===== src/core/rscr_defines.svh =====
`ifndef RSCR_DEFINES_SVH
`define RSCR_DEFINES_SVH

// command codes and status
`define RSCR_CMD_SET      8'h60
`define RSCR_CMD_GET      8'h61
`define RSCR_STATUS_OK    8'h00
// report layout
`define RSCR_LAST_IDX     6'h3F
`define RSCR_IDX_CODE     6'h00
`define RSCR_IDX_STATUS   6'h01
`define RSCR_IDX_CHIP_LEN 6'h02
`define RSCR_IDX_PIN_LEN  6'h03
`define RSCR_IDX_CHIP     6'h04
`define RSCR_IDX_CLKOUT   6'h05
`define RSCR_IDX_DAC      6'h06
// settings area lengths
`define RSCR_CHIP_LEN     8'h03
`define RSCR_PIN_LEN      8'h04
// security mode codes
`define RSCR_SEC_UNSECURED 2'h0
`define RSCR_SEC_PASSWORD  2'h1
`define RSCR_SEC_LOCKED    2'h2
// clock output duty codes
`define RSCR_DUTY_50      2'h0
`define RSCR_DUTY_25      2'h1
`define RSCR_DUTY_75      2'h2
// reset values
`define RSCR_BYTE_RESET   8'h00
`define RSCR_IDX_RESET    6'h00

`endif


===== src/core/rscr_pkg.sv =====
package rscr_pkg;
  typedef enum logic [1:0] {
    ST_COLLECT = 2'b01,
    ST_SEND    = 2'b10
  } rscr_state_e;
endpackage


===== src/core/rscr_clk_out.sv =====
`timescale 1ns/1ns
`default_nettype none
`include "rscr_defines.svh"

// divided clock with selectable duty
module rscr_clk_out (
  // clock and reset
  input  wire logic       clk,
  input  wire logic       resetn,
  // setting
  input  wire logic       en,
  input  wire logic [1:0] duty,
  input  wire logic [2:0] div,
  // pin
  output logic            clk_pin
);

  logic [7:0] cnt;
  logic [7:0] next_cnt;
  logic       next_clk_pin;
  logic [8:0] period;
  logic [8:0] high_len;

  always_comb begin
    period = 9'h002 << div;
    case (duty)
      `RSCR_DUTY_25: high_len = period >> 2;
      `RSCR_DUTY_75: high_len = period - (period >> 2);
      default:       high_len = period >> 1;
    endcase
    next_cnt = cnt + 8'h01;
    if ({1'b0, cnt} >= period - 9'h001 || !en) begin
      next_cnt = 8'h00;
    end
    next_clk_pin = en && ({1'b0, next_cnt} < high_len);
  end

  always_ff @(posedge clk or negedge resetn) begin
    if (!resetn) begin
      cnt     <= 8'h00;
      clk_pin <= 1'b0;
    end else begin
      cnt     <= next_cnt;
      clk_pin <= next_clk_pin;
    end
  end

  a_clk_idle_low: assert property (@(posedge clk) disable iff (!resetn)
    !en |=> !clk_pin)
    else $error("clock output active while disabled");

endmodule
`default_nettype wire


===== src/core/rscr_responder.sv =====
// Functional notes
// - set command answered with 0x60, 0x00
// - get command answered with 0x61, 0x00
// - bytes 2,3 carry area lengths
// - byte4 bit7 reports serial enumeration enable
// - rx indicator inverts idle level while receiving
// - tx indicator inverts idle level while sending
// - i2c indicator inverts idle level when active
// - suspend indicator inverts idle level in suspend
// - configured indicator inverts idle level once configured
// - byte4 bits1-0 report security mode
// - byte5 clock setting drives divided clock output
// - clock bits4-3 duty, bits2-0 divider
// - byte6 bits7-6 internal reference level
// - byte6 bit5 selects internal or supply reference
`timescale 1ns/1ns
`default_nettype none
`include "rscr_defines.svh"

module rscr_responder (
  // clock and reset
  input  wire logic       CLK,
  input  wire logic       RESETN,
  // command report stream
  input  wire logic       CMD_VALID,
  input  wire logic [7:0] CMD_DATA,
  output logic            CMD_READY,
  // response report stream
  output logic            RSP_VALID,
  output logic [7:0]      RSP_DATA,
  output logic            RSP_LAST,
  input  wire logic       RSP_READY,
  // run-time chip settings
  input  wire logic       SET_SERIAL_ENUM,
  input  wire logic       SET_RX_IDLE,
  input  wire logic       SET_TX_IDLE,
  input  wire logic       SET_I2C_IDLE,
  input  wire logic       SET_SUSPEND_IDLE,
  input  wire logic       SET_CONFIGURED_IDLE,
  input  wire logic [1:0] SET_SECURITY,
  input  wire logic [4:0] SET_CLKOUT,
  input  wire logic [1:0] SET_INTERNAL_REFERENCE_LEVEL,
  input  wire logic       SET_DAC_REF_INTERNAL,
  // pin designations
  input  wire logic       RX_IND_EN,
  input  wire logic       TX_IND_EN,
  input  wire logic       I2C_IND_EN,
  input  wire logic       SUSPEND_IND_EN,
  input  wire logic       CONFIGURED_IND_EN,
  input  wire logic       CLKOUT_EN,
  // device activity
  input  wire logic       UART_RX_BUSY,
  input  wire logic       UART_TX_BUSY,
  input  wire logic       I2C_BUSY,
  input  wire logic       USB_SUSPENDED,
  input  wire logic       USB_CONFIGURED,
  // indicator and clock pins
  output logic            RX_ACTIVITY_INDICATOR,
  output logic            TX_ACTIVITY_INDICATOR,
  output logic            I2C_ACTIVITY_INDICATOR,
  output logic            SUSPEND_INDICATOR,
  output logic            CONFIGURED_INDICATOR,
  output logic            CLKOUT_PIN
);

  rscr_pkg::rscr_state_e state;
  rscr_pkg::rscr_state_e next_state;
  logic [5:0] cmd_idx;
  logic [5:0] next_cmd_idx;
  logic [7:0] cmd_code;
  logic [7:0] next_cmd_code;
  logic [5:0] rsp_idx;
  logic [5:0] next_rsp_idx;
  logic [7:0] next_rsp_data;
  logic [7:0] code_now;
  logic [4:0] next_ind;
  logic [4:0] ind;

  // response byte for a given index
  function automatic logic [7:0] resp_byte(input logic [7:0] code,
                                           input logic [5:0] i);
    logic [7:0] b;
    b = `RSCR_BYTE_RESET;
    if (i == `RSCR_IDX_CODE) begin
      b = code;
    end else if (i == `RSCR_IDX_STATUS) begin
      b = `RSCR_STATUS_OK;
    end else if (code == `RSCR_CMD_GET) begin
      case (i)
        `RSCR_IDX_CHIP_LEN: b = `RSCR_CHIP_LEN;
        `RSCR_IDX_PIN_LEN:  b = `RSCR_PIN_LEN;
        `RSCR_IDX_CHIP: b = {SET_SERIAL_ENUM, SET_RX_IDLE, SET_TX_IDLE,
                             SET_I2C_IDLE, SET_SUSPEND_IDLE,
                             SET_CONFIGURED_IDLE, SET_SECURITY};
        `RSCR_IDX_CLKOUT: b = {3'h0, SET_CLKOUT};
        `RSCR_IDX_DAC: b = {SET_INTERNAL_REFERENCE_LEVEL,
                            SET_DAC_REF_INTERNAL, 5'h00};
        default: b = `RSCR_BYTE_RESET;
      endcase
    end
    return b;
  endfunction

  // command collection and response sequencing
  always_comb begin
    next_state    = state;
    next_cmd_idx  = cmd_idx;
    next_cmd_code = cmd_code;
    next_rsp_idx  = rsp_idx;
    next_rsp_data = RSP_DATA;
    code_now      = (cmd_idx == `RSCR_IDX_CODE) ? CMD_DATA : cmd_code;
    case (state)
      rscr_pkg::ST_COLLECT: begin
        if (CMD_VALID) begin
          next_cmd_idx  = cmd_idx + 6'h01;
          next_cmd_code = code_now;
          if (cmd_idx == `RSCR_LAST_IDX &&
              (code_now == `RSCR_CMD_SET ||
               code_now == `RSCR_CMD_GET)) begin
            next_state    = rscr_pkg::ST_SEND;
            next_rsp_idx  = `RSCR_IDX_RESET;
            next_rsp_data = resp_byte(code_now, `RSCR_IDX_CODE);
          end
        end
      end
      rscr_pkg::ST_SEND: begin
        if (RSP_READY) begin
          if (rsp_idx == `RSCR_LAST_IDX) begin
            next_state    = rscr_pkg::ST_COLLECT;
            next_rsp_data = `RSCR_BYTE_RESET;
          end else begin
            next_rsp_idx  = rsp_idx + 6'h01;
            next_rsp_data = resp_byte(cmd_code, rsp_idx + 6'h01);
          end
        end
      end
      default: next_state = rscr_pkg::ST_COLLECT;
    endcase
  end

  always_ff @(posedge CLK or negedge RESETN) begin
    if (!RESETN) begin
      state    <= rscr_pkg::ST_COLLECT;
      cmd_idx  <= `RSCR_IDX_RESET;
      cmd_code <= `RSCR_BYTE_RESET;
      rsp_idx  <= `RSCR_IDX_RESET;
      RSP_DATA <= `RSCR_BYTE_RESET;
    end else begin
      state    <= next_state;
      cmd_idx  <= next_cmd_idx;
      cmd_code <= next_cmd_code;
      rsp_idx  <= next_rsp_idx;
      RSP_DATA <= next_rsp_data;
    end
  end

  assign CMD_READY = (state == rscr_pkg::ST_COLLECT);
  assign RSP_VALID = (state == rscr_pkg::ST_SEND);
  assign RSP_LAST  = RSP_VALID && (rsp_idx == `RSCR_LAST_IDX);

  // indicator pins
  always_comb begin
    next_ind[0] = RX_IND_EN && (SET_RX_IDLE ^ UART_RX_BUSY);
    next_ind[1] = TX_IND_EN && (SET_TX_IDLE ^ UART_TX_BUSY);
    next_ind[2] = I2C_IND_EN && (SET_I2C_IDLE ^ I2C_BUSY);
    next_ind[3] = SUSPEND_IND_EN &&
                  (SET_SUSPEND_IDLE ^ USB_SUSPENDED);
    next_ind[4] = CONFIGURED_IND_EN &&
                  (SET_CONFIGURED_IDLE ^ USB_CONFIGURED);
  end

  always_ff @(posedge CLK or negedge RESETN) begin
    if (!RESETN) begin
      ind <= 5'h00;
    end else begin
      ind <= next_ind;
    end
  end

  assign RX_ACTIVITY_INDICATOR  = ind[0];
  assign TX_ACTIVITY_INDICATOR  = ind[1];
  assign I2C_ACTIVITY_INDICATOR = ind[2];
  assign SUSPEND_INDICATOR      = ind[3];
  assign CONFIGURED_INDICATOR   = ind[4];

  // clock output generator
  rscr_clk_out u_clk_out (
    .clk     (CLK),
    .resetn  (RESETN),
    .en      (CLKOUT_EN),
    .duty    (SET_CLKOUT[4:3]),
    .div     (SET_CLKOUT[2:0]),
    .clk_pin (CLKOUT_PIN)
  );

  a_rsp_echo_code: assert property (@(posedge CLK) disable iff (!RESETN)
    RSP_VALID && rsp_idx == 6'h00 |->
      (RSP_DATA == 8'h60 || RSP_DATA == 8'h61))
    else $error("response byte 0 is not a command echo");

  a_rsp_status_ok: assert property (@(posedge CLK) disable iff (!RESETN)
    RSP_VALID && rsp_idx == 6'h01 |-> RSP_DATA == 8'h00)
    else $error("response status byte not zero");

  a_rsp_lengths: assert property (@(posedge CLK) disable iff (!RESETN)
    RSP_VALID && cmd_code == 8'h61 && rsp_idx == 6'h02 |->
      RSP_DATA == 8'h03)
    else $error("chip length byte wrong");

  a_pin_length: assert property (@(posedge CLK) disable iff (!RESETN)
    RSP_VALID && cmd_code == 8'h61 && rsp_idx == 6'h03 |->
      RSP_DATA == 8'h04)
    else $error("pin length byte wrong");

  a_chip_byte: assert property (@(posedge CLK) disable iff (!RESETN)
    RSP_VALID && cmd_code == 8'h61 && rsp_idx == 6'h04 |->
      RSP_DATA[1:0] != 2'h3 &&
      RSP_DATA == {SET_SERIAL_ENUM, SET_RX_IDLE, SET_TX_IDLE, SET_I2C_IDLE,
                   SET_SUSPEND_IDLE, SET_CONFIGURED_IDLE,
                   SET_SECURITY})
    else $error("chip settings byte wrong");

  a_clkout_byte: assert property (@(posedge CLK) disable iff (!RESETN)
    RSP_VALID && cmd_code == 8'h61 && rsp_idx == 6'h05 |->
      RSP_DATA == {3'h0, SET_CLKOUT})
    else $error("clock setting byte wrong");

  a_zero_fill: assert property (@(posedge CLK) disable iff (!RESETN)
    RSP_VALID && rsp_idx > 6'h06 |-> RSP_DATA == 8'h00)
    else $error("undefined response byte not zero");

  a_one_response: assert property (@(posedge CLK) disable iff (!RESETN)
    CMD_VALID && CMD_READY && cmd_idx == 6'h3F &&
      (cmd_code == 8'h61 || cmd_code == 8'h60) |=>
      RSP_VALID && rsp_idx == 6'h00 && !CMD_READY)
    else $error("accepted command did not start a response");

  a_rx_indicator: assert property (@(posedge CLK) disable iff (!RESETN)
    RX_IND_EN && UART_RX_BUSY |=>
      RX_ACTIVITY_INDICATOR == !$past(SET_RX_IDLE))
    else $error("rx indicator not inverted while receiving");

  a_tx_indicator: assert property (@(posedge CLK) disable iff (!RESETN)
    TX_IND_EN && UART_TX_BUSY |=>
      TX_ACTIVITY_INDICATOR == !$past(SET_TX_IDLE))
    else $error("tx indicator not inverted while sending");

  a_cfg_indicator: assert property (@(posedge CLK) disable iff (!RESETN)
    CONFIGURED_IND_EN && !USB_CONFIGURED |=>
      CONFIGURED_INDICATOR == $past(SET_CONFIGURED_IDLE))
    else $error("configured indicator wrong before configuration");

endmodule
`default_nettype wire


===== config.mk =====
export PLATFORM = sky130hd
export DESIGN_NAME = rscr_responder
export DESIGN_NICKNAME = d
export VERILOG_FILES = /design/src/core/rscr_pkg.sv /design/src/core/rscr_clk_out.sv /design/src/core/rscr_responder.sv
export VERILOG_INCLUDE_DIRS = /design/src /design/src/core
export SDC_FILE = /design/constraint.sdc
export NUM_CORES = 1
export LEC_CHECK = 0
export ABC_AREA = 1
export BUFFER_PORTS_ARGS = -buffer_cell sky130_fd_sc_hd__buf_2
export CAP_MARGIN = 20
export CORE_ASPECT_RATIO = 0.8
export CORE_UTILIZATION = 61
export CTS_CLUSTER_SIZE = 8
export DETAILED_ROUTE_END_ITERATION = 8
export GPL_TIMING_DRIVEN = 0
export PLACE_DENSITY = 0.86
export RECOVER_POWER = 100
export SYNTH_ARGS = -nofsm -noshare
export SYNTH_HDL_FRONTEND = slang
export SYNTH_SLANG_ARGS = --single-unit

===== constraint.sdc =====
create_clock -name CLK -period 4.8 [get_ports CLK]
set_clock_uncertainty 0.05 [all_clocks]
set_input_delay 0.24 -clock CLK [delete_from_list [all_inputs] [get_ports CLK]]
set_output_delay 0.24 -clock CLK [all_outputs]
set_load 0.02 [all_outputs]

==> impl_metrics.yaml <==
synthesis:
  syn_avg_cell_area_sq_um: 7.30
  synth_ff_type: "dfrtp_1"
  syn-instance-count: 442
  ys_top_cells_by_area: "dfrtp_1, nand2_1, ha_1"
  syn_nets: 509
  async_flop_share_pct: 100
  synth_commonest_cells: "nand2_1, inv_1, nor2_1"
  synth-edff-count: 0
  yosys.area.top_type: "dfrtp_1"
  synth-seq-cells: 44
  ys_seq_area_share_pct: 34.2
  syn_area_sq_um: 3230
  yosys_warnings: 0
  synth.most_common_cell: "nand2_1"
  ys_types: 40
  synth_top_area_share_pct: 33.4
sta:
  slew_violations: 43
  max_freq_ghz: 0.323
  finalSetupViolCount: 0
  timing.slew.headroom_pct: -48.7
  rsz0062_at_grt: "false"
  tightestPinTransition_ns: 2.23
  period_share_pct: 64.5
  setup_tns_ns: 0
  period_minus_slack_ns: 3.09
  hold_viol_final: 0
clock_network:
  numCtsBuffers: 5
  cts_resized: 0
  clk_pin_slew_worst_paths_ns: 0.09
  cts_tree: "built"
  cts.root.buffer_cell: "clkbuf_8"
  worstSkewPairLatency_ns: 0.30
  cts_max_path_buffers: 2
  cts_sinks: 44
  h-tree-depth: 2
placement:
  gp_congestion: 0.895
  hpwlAfterDp_microns: 5660
  dp_cells: 557
  portBuffers: 53
floorplanning:
  core_sq_um: 5040
  start_util_pct: 64.0
  die_height_microns: 67.0
  row_count: 23
  ios: 56
  dieArea_sq_um: 5580
  die_x_microns: 83.3
worst_setup_path:
  worst_setup_path_start_kind: "primary input"
  path_class: "primary input to flop"
  cp.required_ns: 4.98
  cpMaxStageDelayCell: "nor3b_1"
  endpoint_kind: "flop"
  max_stage_delay_ns: 0.48
  worstPathCellList: "clkbuf_1, nand2_1, nor2_1, inv_1, ha_1, and3_1, nand3_1, nand4_1, nor3b_1, ha_1, a21oi_1, o21ai_0, nand4_1, nand3_1, nor2_1"
  cp.arrival_ns: 3.28
  cp_max_fo: 8
global_routing:
  grt_usage_pct: 27.4
  grt-ovfl-total: 0
  grt_first_pass_wirelength_microns: 11900
  grt_max_degree: 45
  antenna_found_initial: 0
  grt_pass1_vias: 2621
routing:
  ant_nets: 0
  drtPass1Iterations: 5
  drc: 0
  drt_iter0_markers: 221
  via_per_inst: 5.43
  wl_microns: 7270
  vias: 3080
  wire_per_inst_microns: 12.8
pwr:
  leakagePower_nw: 1.91
  peakVddDrop_mv: 0.317
  cellPowerDensity_nw_per_um2: 307
run_status:
  violations: "max-capacitance violations, max-slew violations"
  status: "finished, violations left"
finish:
  layoutNonFillerInstCount: 567
  area_growth_syn_to_layout_pct: 11.6
  layout-drive-gt1-share_pct: 13.3
  nets: 571
  n_antenna_cell: 0
worst_hold_path:
  hold_class: "primary input to flop"
job:
  maxCapViolations: 1
[cells by family (layout without fill, tap and decap cells)]
kind of cell | after synthesis | count (layout) | share of synthesized area, %
and+or+nand+nor | 240 | 240 | 33.2
buffers and inverters | 62 | 125 | 8.11
AOI/OAI and AO/OA | 59 | 59 | 10.7
DFF | 44 | 44 | 34.2
adders and majority gates | 28 | 28 | 11.1
xor gates and xnor gates | 8 | 8 | 2.41
muxes | 1 | 1 | 0.310
[per-stage QoR]
step	worst slack (ns)	utilization, %	hold WS [ns]	cell area (sq um)	power, mW
floorplan	2.18	-	-0.106	3230	0.755
global placement	1.57	70.9	0.407	3570	0.846
detailed placement	1.49	70.9	0.409	3570	0.866
CTS	1.80	72.7	0.0790	3660	1.11
global route	1.48	71.5	0.0954	3600	1.18
finish	1.71	71.5	0.0982	3600	1.11
[power breakdown]
group | total [mW] | leakage [nW] | internal [mW] | switching, mW
sequential | 0.444 | 0.560 | 0.407 | 0.0373
combinational | 0.415 | 1.31 | 0.137 | 0.277
clock | 0.247 | 0.0445 | 0.117 | 0.130
total | 1.11 | 1.91 | 0.661 | 0.445
[worst paths after layout]
path                                             from                     endpoint  slack, ns  depth (start not counted)
setup / recovery                        SET_CLKOUT[1]  u_clk_out.clk_pin$_DFF_PN0_       1.71                         15
hold / removal                              RX_IND_EN             ind[0]$_DFF_PN0_        0.1                          3
setup reg to reg           u_clk_out.cnt[2]$_DFF_PN0_  u_clk_out.clk_pin$_DFF_PN0_       1.94                         12
hold reg to reg               RSP_DATA[3]$_DFFE_PN0P_      RSP_DATA[3]$_DFFE_PN0P_       0.47                          2
max in group asynchronous                      RESETN       rsp_idx[4]$_DFFE_PN0P_       2.07                          3
min in group asynchronous                      RESETN   u_clk_out.cnt[7]$_DFF_PN0_       0.24                          2
[timing repair]
action / in CTS / in global routing
hold buffers: 0 / 1
endpoints found under the hold margin: 0 / 43
setup buffers: 0 / 0
[cell usage in the layout, fill, tap and decap left out, drive strengths merged]
cell type	count
a21o	3
a21oi	23
a22oi	2
and3	2
buf	31
clkbuf	38
clkinvlp	1
dfrtp	43
dfstp	1
dlygate4sd3	1
fa	1
ha	27
inv	54
mux2i	1
nand2	130
nand3	30
nand4	9
nor2	60
nor3	5
nor3b	2
o21a	1
o21ai	29
o21bai	1
or2	2
xnor2	2
xor2	6
[metal layers]
metal | share of wire (%) | global-route usage (%) | up-vias
met5 | 0 | 0 | -
met1 | 48 | 38.4 | 1411
met3 | 7.5 | 5.58 | 11
met4 | 1.6 | 10.3 | 0
li1 | - | - | 1545
met2 | 43 | 42.0 | 113
[worst max-delay path: cells and delay by family]
kind / cells / cell delay [ns]
buf+inv: 2 / 0.37
simple gates: 9 / 1.77
compound gates: 2 / 0.26
fa+ha+maj: 2 / 0.63
[cell type report]
cell class | instances | area (sq um)
multi-input cells | 336 | 1840
clock inverters | 1 | 7.51
flip-flops and latches | 44 | 1100
repair buffers | 55 | 250
clock buffers | 7 | 86.3
fillers | 427 | 1440
inverters | 54 | 203
plain buffers | 8 | 33.8
well taps | 62 | 77.6
[sequential cells by signal, summed over array words and instances (netlist names)]
register	cells
u_clk_out.cnt	8
rsp_idx	6
cmd_idx	6
RSP_DATA	8
cmd_code	8
ind	5
u_clk_out.clk_pin	1
state	2
(Power assumes the default switching activity.)
